**src/tmz_defines.svh**
```systemverilog
`ifndef TMZ_DEFINES_SVH
`define TMZ_DEFINES_SVH
`define TMZ_OFF_OPTION 8'h00
`define TMZ_OFF_COUNT 8'h04
`define TMZ_OFF_INTCTL 8'h08
`define TMZ_OFF_IRQ_STATUS 8'h0c
`define TMZ_OFF_IRQ_MASK 8'h10
`define TMZ_OPT_PULLUP_DIS 7
`define TMZ_OPT_EXT_EDGE 6
`define TMZ_OPT_SRC 5
`define TMZ_OPT_EDGE 4
`define TMZ_OPT_ASSIGN 3
`define TMZ_ICF_OVF_IE 5
`define TMZ_ICF_OVF_FLAG 2
`define TMZ_OPTION_RESET 8'hff
`define TMZ_INTCTL_RESET 8'h00
`define TMZ_WRITE_INHIBIT 2'h2
`define TMZ_PHASES 2'h3
`define TMZ_RESP_OKAY 2'h0
`define TMZ_RESP_SLVERR 2'h2
`endif

```
**src/tmz_pkg.sv**
```systemverilog
package tmz_pkg;
    typedef struct packed {
        logic pullup_dis;
        logic ext_edge;
        logic src;
        logic edge_sel;
        logic assign_wdt;
        logic [2:0] rate;
    } tmz_option_t;
    typedef enum logic [1:0] {
        TMZ_PH1,
        TMZ_PH2,
        TMZ_PH3,
        TMZ_PH4
    } tmz_phase_t;
endpackage

```
**src/tmz_timer.sv**
```systemverilog
// The AXI4-Lite slave port and the register offsets were left to the implementer.
`timescale 1ns/1ps
`include "tmz_defines.svh"
module tmz_timer
    import tmz_pkg::*;
(
    input wire logic clk_i,
    input wire logic rst_b_i,
    input wire logic sleep_i,
    input wire logic ext_count_pin_i,
    input wire logic watchdog_clear_instr_i,
    input wire logic watchdog_tick_i,
    output logic watchdog_tick_o,
    output logic porta_pullup_disable_o,
    output logic ext_irq_edge_select_o,
    output logic overflow_irq_o,
    output logic irq_o,
    input wire logic [31:0] s_axi_awaddr,
    input wire logic s_axi_awvalid,
    output logic s_axi_awready,
    input wire logic [31:0] s_axi_wdata,
    input wire logic [3:0] s_axi_wstrb,
    input wire logic s_axi_wvalid,
    output logic s_axi_wready,
    output logic [1:0] s_axi_bresp,
    output logic s_axi_bvalid,
    input wire logic s_axi_bready,
    input wire logic [31:0] s_axi_araddr,
    input wire logic s_axi_arvalid,
    output logic s_axi_arready,
    output logic [31:0] s_axi_rdata,
    output logic [1:0] s_axi_rresp,
    output logic s_axi_rvalid,
    input wire logic s_axi_rready
);
    tmz_option_t option_reg;
    logic [7:0] count_reg;
    logic [7:0] intctl_reg;
    logic [7:0] irq_status_reg;
    logic [7:0] irq_mask_reg;
    logic [7:0] presc_reg;
    logic [1:0] inhibit_reg;
    logic load_pend_reg;
    logic [7:0] load_val_reg;
    tmz_phase_t phase_reg;
    logic [2:0] pin_sync_reg;
    logic ext_level_reg;
    logic [31:0] awaddr_reg;
    logic aw_held_reg;
    logic [31:0] wdata_reg;
    logic [3:0] wstrb_reg;
    logic w_held_reg;
    logic [31:0] rdata_reg;

    // Instruction cycle strobe at the fourth phase
    wire cyc_end = (phase_reg == TMZ_PH4);
    wire sample_phase = (phase_reg == TMZ_PH2) || (phase_reg == TMZ_PH4);
    wire run = !sleep_i;

    // Three-stage pin synchroniser; change taken when stages two and three agree
    wire pin_stable = (pin_sync_reg[1] == pin_sync_reg[2]);
    wire pin_rise = pin_stable && pin_sync_reg[1] && !ext_level_reg;
    wire pin_fall = pin_stable && !pin_sync_reg[1] && ext_level_reg;
    wire ext_edge = option_reg.edge_sel ? pin_fall : pin_rise;
    wire src_tick = option_reg.src ? ext_edge : cyc_end;

    wire presc_to_timer = !option_reg.assign_wdt;
    wire presc_in = presc_to_timer ? src_tick : watchdog_tick_i;
    wire [7:0] presc_inc = presc_reg + 8'h01;
    // Timer taps bit rate, watchdog taps one below; code 0 to watchdog is 1:1
    wire [2:0] rate = option_reg.rate;
    wire timer_presc_out = presc_reg[rate];
    // Low rate bits all ones: this tick completes one watchdog period
    wire [7:0] wdt_mask = (8'h01 << rate) - 8'h01;
    wire wdt_presc_out = presc_in && ((presc_reg & wdt_mask) == wdt_mask);
    // One-cycle pulse when the tapped bit falls at this prescaler step
    wire presc_falls = presc_in && timer_presc_out && !presc_inc[rate];

    // Timer-side increment: prescaler falling output or direct source
    wire timer_inc_raw = presc_to_timer ? presc_falls : src_tick;
    logic inc_pend_reg;
    wire inc_now = run && inc_pend_reg && sample_phase && (inhibit_reg == 2'h0)
                   && !load_pend_reg;
    wire wrap = inc_now && (count_reg == 8'hff);

    // Register bus decode
    wire aw_ok = aw_held_reg || s_axi_awvalid;
    wire w_ok = w_held_reg || s_axi_wvalid;
    wire [31:0] wa = aw_held_reg ? awaddr_reg : s_axi_awaddr;
    wire [31:0] wd = w_held_reg ? wdata_reg : s_axi_wdata;
    wire [3:0] ws = w_held_reg ? wstrb_reg : s_axi_wstrb;
    wire do_write = aw_ok && w_ok && !s_axi_bvalid;
    wire wr_lane0 = do_write && ws[0];
    wire [7:0] wsel = wa[7:0];
    wire wr_option = wr_lane0 && (wsel == `TMZ_OFF_OPTION);
    wire wr_count = wr_lane0 && (wsel == `TMZ_OFF_COUNT);
    wire wr_intctl = wr_lane0 && (wsel == `TMZ_OFF_INTCTL);
    wire wr_mask = wr_lane0 && (wsel == `TMZ_OFF_IRQ_MASK);
    wire wr_mapped = (wsel == `TMZ_OFF_OPTION) || (wsel == `TMZ_OFF_COUNT)
                     || (wsel == `TMZ_OFF_INTCTL) || (wsel == `TMZ_OFF_IRQ_STATUS)
                     || (wsel == `TMZ_OFF_IRQ_MASK);
    wire do_read = s_axi_arvalid && !s_axi_rvalid;
    wire [7:0] rsel = s_axi_araddr[7:0];
    wire rd_status = do_read && (rsel == `TMZ_OFF_IRQ_STATUS);
    logic [7:0] rd_val;
    logic rd_hit;
    always_comb begin
        rd_hit = 1'b1;
        unique case (rsel)
            `TMZ_OFF_OPTION: rd_val = option_reg;
            `TMZ_OFF_COUNT: rd_val = count_reg;
            `TMZ_OFF_INTCTL: rd_val = intctl_reg;
            `TMZ_OFF_IRQ_STATUS: rd_val = irq_status_reg;
            `TMZ_OFF_IRQ_MASK: rd_val = irq_mask_reg;
            default: begin
                rd_val = 8'h00;
                rd_hit = 1'b0;
            end
        endcase
    end
    assign s_axi_awready = !aw_held_reg && !s_axi_bvalid;
    assign s_axi_wready = !w_held_reg && !s_axi_bvalid;
    assign s_axi_arready = !s_axi_rvalid;
    assign s_axi_rdata = rdata_reg;

    assign porta_pullup_disable_o = option_reg.pullup_dis;
    assign ext_irq_edge_select_o = option_reg.ext_edge;
    assign watchdog_tick_o = option_reg.assign_wdt ? wdt_presc_out : watchdog_tick_i;
    assign overflow_irq_o = intctl_reg[`TMZ_ICF_OVF_FLAG]
                            && intctl_reg[`TMZ_ICF_OVF_IE];
    assign irq_o = |(irq_status_reg & irq_mask_reg);

    always_ff @(posedge clk_i or negedge rst_b_i) begin
        if (!rst_b_i) begin
            phase_reg <= TMZ_PH1;
            pin_sync_reg <= 3'h0;
            ext_level_reg <= 1'b0;
        end else begin
            if (run) begin
                phase_reg <= tmz_phase_t'(phase_reg + 2'h1);
            end
            pin_sync_reg <= {pin_sync_reg[1:0], ext_count_pin_i};
            if (pin_stable) begin
                ext_level_reg <= pin_sync_reg[1];
            end
        end
    end

    always_ff @(posedge clk_i or negedge rst_b_i) begin
        if (!rst_b_i) begin
            presc_reg <= 8'h00;
            inc_pend_reg <= 1'b0;
        end else begin
            if ((wr_count && presc_to_timer)
                || (watchdog_clear_instr_i && !presc_to_timer)) begin
                presc_reg <= 8'h00;
            end else if (run && presc_in) begin
                presc_reg <= presc_inc;
            end
            if (inc_now || wr_count) begin
                inc_pend_reg <= 1'b0;
            end else if (run && timer_inc_raw) begin
                inc_pend_reg <= 1'b1;
            end
        end
    end

    always_ff @(posedge clk_i or negedge rst_b_i) begin
        if (!rst_b_i) begin
            option_reg <= `TMZ_OPTION_RESET;
            intctl_reg <= `TMZ_INTCTL_RESET;
            irq_status_reg <= 8'h00;
            irq_mask_reg <= 8'h00;
            inhibit_reg <= 2'h0;
            load_pend_reg <= 1'b0;
            load_val_reg <= 8'h00;
        end else begin
            if (wr_option) begin
                option_reg <= wd[7:0];
            end
            if (wr_intctl) begin
                intctl_reg <= wd[7:0];
            end
            if (wrap) begin
                intctl_reg[`TMZ_ICF_OVF_FLAG] <= 1'b1;
            end
            if (wr_mask) begin
                irq_mask_reg <= {7'h00, wd[0]};
            end
            if (rd_status) begin
                irq_status_reg <= 8'h00;
            end
            if (wrap) begin
                irq_status_reg[0] <= 1'b1;
            end
            if (wr_count) begin
                inhibit_reg <= `TMZ_WRITE_INHIBIT;
                load_pend_reg <= 1'b1;
                load_val_reg <= wd[7:0];
            end else begin
                if (cyc_end && run && inhibit_reg != 2'h0) begin
                    inhibit_reg <= inhibit_reg - 2'h1;
                end
                if (inhibit_reg == 2'h0) begin
                    load_pend_reg <= 1'b0;
                end
            end
        end
    end

    // Count has no reset so it holds across device resets
    always_ff @(posedge clk_i) begin
        if (load_pend_reg && inhibit_reg == 2'h0 && !wr_count) begin
            count_reg <= load_val_reg;
        end else if (inc_now) begin
            count_reg <= count_reg + 8'h01;
        end
    end

    always_ff @(posedge clk_i or negedge rst_b_i) begin
        if (!rst_b_i) begin
            aw_held_reg <= 1'b0;
            w_held_reg <= 1'b0;
            awaddr_reg <= 32'h0;
            wdata_reg <= 32'h0;
            wstrb_reg <= 4'h0;
            s_axi_bvalid <= 1'b0;
            s_axi_bresp <= 2'h0;
            s_axi_rvalid <= 1'b0;
            s_axi_rresp <= 2'h0;
            rdata_reg <= 32'h0;
        end else begin
            if (do_write) begin
                aw_held_reg <= 1'b0;
                w_held_reg <= 1'b0;
                s_axi_bvalid <= 1'b1;
                s_axi_bresp <= wr_mapped ? `TMZ_RESP_OKAY : `TMZ_RESP_SLVERR;
            end else begin
                if (s_axi_awvalid && s_axi_awready) begin
                    aw_held_reg <= 1'b1;
                    awaddr_reg <= s_axi_awaddr;
                end
                if (s_axi_wvalid && s_axi_wready) begin
                    w_held_reg <= 1'b1;
                    wdata_reg <= s_axi_wdata;
                    wstrb_reg <= s_axi_wstrb;
                end
                if (s_axi_bvalid && s_axi_bready) begin
                    s_axi_bvalid <= 1'b0;
                end
            end
            if (do_read) begin
                s_axi_rvalid <= 1'b1;
                rdata_reg <= {24'h0, rd_val};
                s_axi_rresp <= rd_hit ? `TMZ_RESP_OKAY : `TMZ_RESP_SLVERR;
            end else if (s_axi_rvalid && s_axi_rready) begin
                s_axi_rvalid <= 1'b0;
            end
        end
    end
endmodule

```
**config.mk**
```make
export PLATFORM = sky130hd
export DESIGN_NAME = tmz_timer
export DESIGN_NICKNAME = d
export VERILOG_FILES = /design/src/tmz_pkg.sv /design/src/tmz_timer.sv
export VERILOG_INCLUDE_DIRS = /design/src
export SDC_FILE = /design/constraint.sdc
export NUM_CORES = 1
export LEC_CHECK = 0
export ABC_AREA = 1
export BUFFER_PORTS_ARGS = -buffer_cell sky130_fd_sc_hd__buf_2
export CAP_MARGIN = 20
export CELL_PAD_IN_SITES_DETAIL_PLACEMENT = 1
export CELL_PAD_IN_SITES_GLOBAL_PLACEMENT = 1
export CORE_MARGIN = 3
export CORE_UTILIZATION = 39
export CTS_CLUSTER_SIZE = 10
export DETAILED_ROUTE_END_ITERATION = 6
export PLACE_DENSITY_LB_ADDON = 0.12
export SLEW_MARGIN = 10
export SYNTH_ARGS = -nofsm -noshare
export SYNTH_HDL_FRONTEND = slang
export SYNTH_SLANG_ARGS = --single-unit
```
**constraint.sdc**
```tcl
create_clock -name clk_i -period 6.2 [get_ports clk_i]
set_clock_uncertainty 0.1 [all_clocks]
set_input_delay 1.24 -clock clk_i [delete_from_list [all_inputs] [get_ports clk_i]]
set_output_delay 1.24 -clock clk_i [all_outputs]
set_load 0.05 [all_outputs]
```
; After elaboration in Yosys (flattened, before gate mapping)
; Index checks and enable logic that the tools add are counted.
[word_totals]
ff_bits = 85
out_inout_bits = 46
elab_cells = 165
[op_classes]
add_sub_neg = 5
magnitude_cmp = 1
n_eq_ne = 13
n_shift = 1
n_mux = 38
bitwise_logic = 3
reduce_logical = 75
[ops]
columns = operator, n
row1 = $mux 8, 6
row2 = $pmux 8 s5, 1
row3 = $logic_and 1x1->1, 36
row4 = $eq 8x4->1 const B, 4
row5 = $mux 1, 24
row6 = $reduce_bool 2->1, 12
row7 = $add 8x1->8 const B, 2
row8 = $eq 8x3->1 const B, 2
row9 = $eq 8x5->1 const B, 2
row10 = $logic_not 8->1, 2
row11 = $logic_not 1->1, 11
row12 = $logic_or 1x1->1, 9
row13 = $and 8x8->8, 1
row14 = $eq 8x8->1, 1
row15 = $eq 8x8->1 const B, 1
row16 = $mux 2, 4
row17 = $reduce_or 8->1, 1
row18 = $shl 1x3->8 const A, 1
row19 = $sub 8x1->8 const B, 1
row20 = $bmux 1 s3, 2
row21 = $reduce_or 5->1, 1
row22 = $lt 3x4->1 const B, 1
row23 = $reduce_and 2->1, 2
row24 = $mux 3, 1
row25 = other kinds (8), 8

; Longest topological paths before layout
; Gate-level depths: netlist of run 1.
[logic_depth]
depth_word = 12
depth_mapped = 13
ltp_nobuf = 13

; Worst setup path after synthesis of run 1
; OpenSTA, ideal clock, no wires.
[synth_timing]
path_kind = input -> output
start = input watchdog_tick_i
end = output watchdog_tick_o
t_arrival_ns = 2.033
slack_ns = 2.827
stages = 2
n_path_buf = 0
cell_sequence = inv_1 a21oi_1
[synth_between]
elab_chain_len = 3
[synth_rtl]
columns = element, line_no
row1 = start: declaration, tmz_timer.sv:12  ; input wire logic watchdog_tick_i,
row2 = $mux 1, tmz_timer.sv:68  ; wire presc_in = presc_to_timer ? src_tick : watchdog_tick_i;
row3 = $logic_and 1x1->1, tmz_timer.sv:75  ; wire wdt_presc_out = presc_in && ((presc_reg & wdt_mask) == wdt_mask);
row4 = $mux 1 (*), tmz_timer.sv:128  ; assign watchdog_tick_o = option_reg.assign_wdt ? wdt_presc_out : watchdog_tick_i;
row5 = end: declaration, tmz_timer.sv:13  ; output logic watchdog_tick_o,
; Mark *: on every way between the ends. The rest lies on a longest branch, timed or not.

; Worst setup path in the final report of run 1
[layout_timing]
start = register option_reg, in the netlist rate[0]
end = output watchdog_tick_o
[layout_between]
elab_chain_len = 6
[layout_rtl]
columns = element, line_no
row1 = start: declaration, tmz_timer.sv:36  ; tmz_option_t option_reg;
row2 = start signal: assignment, tmz_timer.sv:170  ; option_reg <= `TMZ_OPTION_RESET;
row3 = start signal: assignment, tmz_timer.sv:179  ; option_reg <= wd[7:0];
row4 = $shl 1x3->8 (*), tmz_timer.sv:74  ; wire [7:0] wdt_mask = (8'h01 << rate) - 8'h01;
row5 = $sub 8x1->8 (*), tmz_timer.sv:74
row6 = $and 8x8->8, tmz_timer.sv:75
row7 = $eq 8x8->1 (*), tmz_timer.sv:75
row8 = $logic_and 1x1->1 (*), tmz_timer.sv:75
row9 = $mux 1 (*), tmz_timer.sv:128
; Marked as above.

==> impl_metrics.py, run 1 <==
metrics = {
    "logic_synthesis": {
        "synth_xor_area_frac": 0.0176,
        "synth-simple-area-share": 0.219,
        "yosys.cell_types.count": 47,
        "synth_fa_ha_area_frac": 0.0195,
        "yosysSeqAreaShare": 0.474,
        "synth_top_flop_cell": "dfrtp_1",
        "syn_area_per_cell_um2": 8.03,
        "synthMuxAreaShare": 0.00753,
        "synth_edf_count": 8,
        "synth_top_area_share": 0.374,
        "ys_top_cells_by_count": "nand2_1 (154), inv_1 (71), dfrtp_1 (67)",
        "synth_top_area_cell": "dfrtp_1",
        "synth_top_family_by_area": "simple AND/OR/NAND/NOR gates",
        "netlist_area_mm2": 0.00449,
        "synth_cells": 559,
        "yosys_warnings": 0,
        "yosysMostFrequentCell": "nand2_1",
        "synth-compound-area-share": 0.142,
        "ys_ff_latch": 83,
        "yosys-top-cells-area": "dfrtp_1 (37%), nand2_1 (13%), o21ai_0 (6.6%)",
        "async_flop_share": 0.904,
    },
    "final_layout": {
        "diodes": 0,
        "areaGrowthSynthToFinish_pct": 13.9,
        "layout.nets": 730,
        "nFillCells": 1377,
        "register_area_mm2": 0.00213,
        "drive_gt1_frac": 0.162,
        "multi_input_area_mm2": 0.00192,
    },
    "clock_network": {
        "clk_latency_ns": 0.35,
        "postCtsSetupBuffers": 0,
        "numCtsBuffers": 9,
        "clkTransAtPathRegs_ns": 0.06,
        "htreeDepth": 3,
        "cts_buffer_depth": 2,
        "cts_root_buf": "clkbuf_16",
        "cts_sinks": 83,
        "ctsHoldBuffers": 0,
        "cts_tree": "done",
        "postCtsResizedCells": 0,
    },
    "floorplanning": {
        "die_x_um": 113,
        "dieHeight_um": 113,
        "initial_core_util": 0.407,
        "core.rowCount": 38,
        "die_area_mm2": 0.0128,
        "core_mm2": 0.0110,
        "io_pins": 157,
    },
    "worst_setup_path": {
        "cp-start-kind": "register",
        "critPathKind": "reg -> out",
        "rr_worst_depth": 9,
        "worstReg2RegStart": "aw_held_reg$_DFFE_PN0P_",
        "path_max_fanout": 10,
        "r2r_slack_ns": 3.67,
        "cp.required_ns": 4.86,
        "crit_start": "rate[0]$_DFFE_PN1P_",
        "cp-end-kind": "output pin",
        "cp.arrival_ns": 1.95,
        "r2r-end": "count_reg[1]$_DFFE_PP_",
    },
    "sta": {
        "period_minus_slack_ns": 3.29,
        "tightest_slew_ns": 0.962,
        "setup_viol": 0,
        "maxSlewViolCount": 0,
        "hold_viol": 0,
        "clock.fmax_mhz": 304,
        "max_slew_margin": 0.358,
        "rsz0062_at_grt": "false",
        "period_share": 0.531,
        "whs_ns": 0.251,
        "fin_tns_setup_ns": 0,
    },
    "drt": {
        "drt-initial-drc-count": 161,
        "first_pass_iters": 4,
        "wl_per_cell_um": 13.8,
        "num_vias": 3654,
        "via_per_inst": 4.83,
        "drc": 0,
        "ant_nets": 0,
        "routed_wl_mm": 10.5,
    },
    "job": {
        "maxCapViolations": 0,
    },
    "global_route": {
        "grt_usage": 0.175,
        "antenna_found_initial": 0,
        "grt_pass1_wl_mm": 17.9,
        "grt_pass1_vias": 3763,
        "grt-ovfl-total": 0,
        "grt_max_degree": 76,
    },
    "worst_hold_path": {
        "hold_path.class": "reg -> reg",
        "min_from": "pin_sync_reg[0]$_DFF_PN0_",
        "holdPathStages": 0,
        "worstHoldEndpoint": "pin_sync_reg[1]$_DFF_PN0_",
    },
    "power": {
        "finalPower_mw": 2.02,
        "power_density_mw_per_mm2": 396,
        "leakage_nw": 2.57,
        "peakVddDrop_v": 0.000270,
    },
    "status": {
        "status": "completed",
    },
    "placed_design": {
        "portBuffers": 55,
        "place_congestion": 0.826,
        "dpl.hpwl_mm": 7.88,
    },
}
## per-layer routing
metal / share of wire / vias to the layer above / GRT usage
li1: - / 1862 / -
met1: 0.48 / 1703 / 0.229
met2: 0.45 / 71 / 0.281
met3: 0.037 / 18 / 0.0305
met4: 0.026 / 0 / 0.0849
met5: 0 / - / 0
## area by class of cell
cell class | count | share of cell area
timing repair buffer | 55 | 0.0544
multi-input combinational | 387 | 0.375
clock buffer | 11 | 0.0475
inverter | 76 | 0.0558
tap | 140 | 0.0343
clock inverter | 5 | 0.0167
sequential | 83 | 0.416
## worst max-delay path: stages (launching register included)
cell,delay (ns)
dfstp_2,0.62
clkinv_1,0.27
o221ai_1,0.25
nand2_1,0.08
o211ai_1,0.10
a21oi_1,0.08
buf_2,0.21
## through the flow
step / utilization / cell area, um^2 / worst slack (ns) / instances
after floorplan: - / 4580 / 2.83 / 584
after global routing: 0.463 / 5110 / 2.76 / 757
after global placement: 0.433 / 4780 / 3.01 / 741
final: 0.463 / 5110 / 2.91 / 757
after CTS: 0.463 / 5110 / 2.88 / 757
after detailed placement: 0.433 / 4780 / 2.97 / 741
## logic make-up (layout without fill, tap and decap cells)
family	count (synthesis)	count (layout)
DFF	83	83
muxes	3	3
buffers and inverters	114	147
AOI/OAI and AO/OA	112	112
and+or+nand+nor	230	230
other	1	26
adders and majority gates	7	7
xor gates and xnor gates	9	9
## worst max-delay path by stage
stage	end	slack (ns)	depth (start not counted)
6_report	watchdog_tick_o	2.91	6
5_1_grt	watchdog_tick_o	2.76	6
4_1_cts	watchdog_tick_o	2.88	6
3_5_place_dp	count_reg[4]$_DFFE_PP_	2.97	12
3_3_place_gp	count_reg[7]$_DFFE_PP_	3.01	12
2_1_floorplan	watchdog_tick_o	2.83	2
## power by group
| group | switching, mW | internal [mW] | total (mW) | leakage, nW |
|---|---|---|---|---|
| Sequential | 0.103 | 0.688 | 0.791 | 1.02 |
| Combinational | 0.450 | 0.191 | 0.641 | 1.39 |
| Clock | 0.224 | 0.366 | 0.590 | 0.156 |
## cells in the final DEF, fill, tap and decap left out, types with 5 or more instances in the layout
cell and instances:
nand2_1 154, dfrtp_1 67, edfxtp_1 8, ha_1 7, a21oi_1 14, inv_1 71
o21ai_2 5, clkbuf_16 9, buf_2 54, nand3_1 27, dfstp_2 8, o21ai_0 59
conb_1 26, o21ai_1 16, xor2_1 8, nor2_1 28
Note: power is estimated with default switching activity, not from simulation.
==> run 2: changes to the inputs <==
--- a/config.mk
+++ b/config.mk
@@ -12,7 +12,7 @@
 export CELL_PAD_IN_SITES_DETAIL_PLACEMENT = 1
 export CELL_PAD_IN_SITES_GLOBAL_PLACEMENT = 1
 export CORE_MARGIN = 3
-export CORE_UTILIZATION = 39
+export CORE_UTILIZATION = 32
 export CTS_CLUSTER_SIZE = 10
 export DETAILED_ROUTE_END_ITERATION = 6
 export PLACE_DENSITY_LB_ADDON = 0.12
==> constraint.sdc (replaced) <==
create_clock -name clk_i -period 2.8 [get_ports clk_i]
set_clock_uncertainty 0.1 [all_clocks]
set_input_delay 0.56 -clock clk_i [delete_from_list [all_inputs] [get_ports clk_i]]
set_output_delay 0.56 -clock clk_i [all_outputs]
set_load 0.05 [all_outputs]
==> run 2 against run 1 <==
  * Routed wire length is 4.4% higher
  * Global-route usage is 2.3 points lower
  * Register-to-register slack worse by 3.3 ns
  * Combinational power is 120% higher
  * Clock power is 97% higher
  * Worst hold slack worse by 0.17 ns
  * Non-clock buffer count is 6 higher
  * Critical endpoint unchanged
  * Worst setup slack worse by 2.6 ns
  * Highest routed layer unchanged
==> impl_metrics.py, run 2 (same netlist as run 1, synthesis figures left out) <==
metrics = {
    "clock_network": {
        "clkTransAtPathRegs_ns": 0.06,
        "clk_latency_ns": 0.34,
        "ctsHoldBuffers": 0,
        "htreeDepth": 3,
        "cts_root_buf": "clkbuf_16",
        "cts_tree": "done",
        "numCtsBuffers": 9,
        "cts_sinks": 83,
        "postCtsSetupBuffers": 0,
        "postCtsResizedCells": 0,
        "cts_buffer_depth": 2,
    },
    "floorplanning": {
        "die_x_um": 124,
        "initial_core_util": 0.334,
        "io_pins": 157,
        "core.rowCount": 42,
        "core_mm2": 0.0135,
        "die_area_mm2": 0.0155,
        "dieHeight_um": 124,
    },
    "final_layout": {
        "drive_gt1_frac": 0.169,
        "nFillCells": 1691,
        "utilization": 0.384,
        "areaGrowthSynthToFinish_pct": 15.2,
        "diodes": 0,
        "final_cell_mix": "nand2_1 (154), inv_1 (71), dfrtp_1 (66), o21ai_0 (59), buf_2 (54)",
        "register_area_mm2": 0.00213,
        "final_common_cell": "nand2_1",
        "multi_input_area_mm2": 0.00192,
        "layout.nets": 736,
    },
    "placed_design": {
        "portBuffers": 55,
        "dp_slack_ns": 0.213,
        "dpl.hpwl_mm": 8.30,
        "place_congestion": 0.807,
    },
    "worst_setup_path": {
        "worst-path-stages": 6,
        "cp_slowest_stage_delay_ns": 0.62,
        "cp_slowest_cell": "dfstp_2",
        "rr_worst_depth": 9,
        "critPathKind": "reg -> out",
        "cp.required_ns": 2.14,
        "critPathTopFamily": "flip-flops",
        "cp-start-kind": "register",
        "path_cells": "clkinv_1 > o221ai_1 > nand2_1 > o211ai_1 > a21oi_1 > buf_2",
        "r2r_slack_ns": 0.37,
        "worstReg2RegStart": "aw_held_reg$_DFFE_PN0P_",
        "cp.arrival_ns": 1.83,
        "cp-end-kind": "output pin",
        "cp_num_buf_inv": 2,
        "r2r-end": "count_reg[7]$_DFFE_PP_",
        "path_max_fanout": 8,
        "crit_start": "rate[0]$_DFFE_PN1P_",
    },
    "drt": {
        "drc": 0,
        "drt-initial-drc-count": 130,
        "num_vias": 3718,
        "wl_met3_um": 422,
        "wl_met1_mm": 5.33,
        "top_layer_used": "met4",
        "via_per_inst": 4.65,
        "routed_wl_mm": 10.9,
        "wl_met2_mm": 5.02,
        "wl_per_cell_um": 13.7,
        "ant_nets": 0,
        "first_pass_iters": 4,
    },
    "sta": {
        "hold_viol": 0,
        "setup_viol": 0,
        "tightest_slew_ns": 0.614,
        "period_share": 0.888,
        "fin_ws_ns": 0.314,
        "rsz0062_at_grt": "false",
        "maxSlewViolCount": 0,
        "fin_tns_setup_ns": 0,
        "clock.fmax_mhz": 402,
        "period_minus_slack_ns": 2.49,
        "max_slew_margin": 0.586,
    },
    "global_route": {
        "antenna_found_initial": 0,
        "grt-ovfl-total": 0,
        "grt_pass1_wl_mm": 19.3,
        "grt_max_degree": 41,
        "grt_pass1_vias": 3904,
        "grt_usage": 0.152,
    },
    "power": {
        "leakage_nw": 2.59,
        "power_density_mw_per_mm2": 841,
        "peakVddDrop_v": 0.000555,
        "finalPower_mw": 4.35,
    },
    "job": {
        "maxCapViolations": 0,
    },
    "status": {
        "status": "completed",
    },
    "worst_hold_path": {
        "hold_path.class": "in -> async",
    },
}
-- run 2: cell count changes in the layout (fill, tap and decap cells not counted), sizes merged --
cell | before | now
clkbuf | 11 | 9
clkinv | 2 | 6
bufinv | 2 | 1
inv | 76 | 75
buf | 55 | 61
-- run 2: final cells by class --
cell class,instances,area share
clock buffer,9,0.0436
inverter,76,0.0552
tap,176,0.0426
clock inverter,7,0.0114
multi-input combinational,387,0.371
timing repair buffer,61,0.0649
sequential,83,0.412
-- run 2: metrics by stage --
step                hold WS, ns  cell area (um^2)  instances
floorplan                 0.164              4580        584
global placement          0.232              4880        783
detailed placement        0.242              4880        783
CTS                      0.0884              5170        799
global route             0.0971              5170        799
finish                   0.0809              5170        799
-- run 2: power by group --
group          switching [mW]  leakage, nW  internal, mW
clock                   0.484        0.138         0.678
sequential              0.228         1.02          1.53
combinational           0.997         1.43         0.433
total                    1.71         2.59          2.64
-- run 2: worst max-delay path by stage --
stage / slack (ns) / to
4_1_cts: 0.20 / count_reg[7]$_DFFE_PP_
2_1_floorplan: 0.45 / watchdog_tick_o
3_5_place_dp: 0.21 / count_reg[7]$_DFFE_PP_
3_3_place_gp: 0.27 / count_reg[7]$_DFFE_PP_
6_report: 0.31 / watchdog_tick_o
5_1_grt: 0.08 / count_reg[2]$_DFFE_PP_
-- run 2: layer usage --
layer / vias up / GRT usage
li1: 1870 / -
met1: 1766 / 0.199
met2: 71 / 0.243
met3: 11 / 0.0446
met4: 0 / 0.0464
met5: - / 0
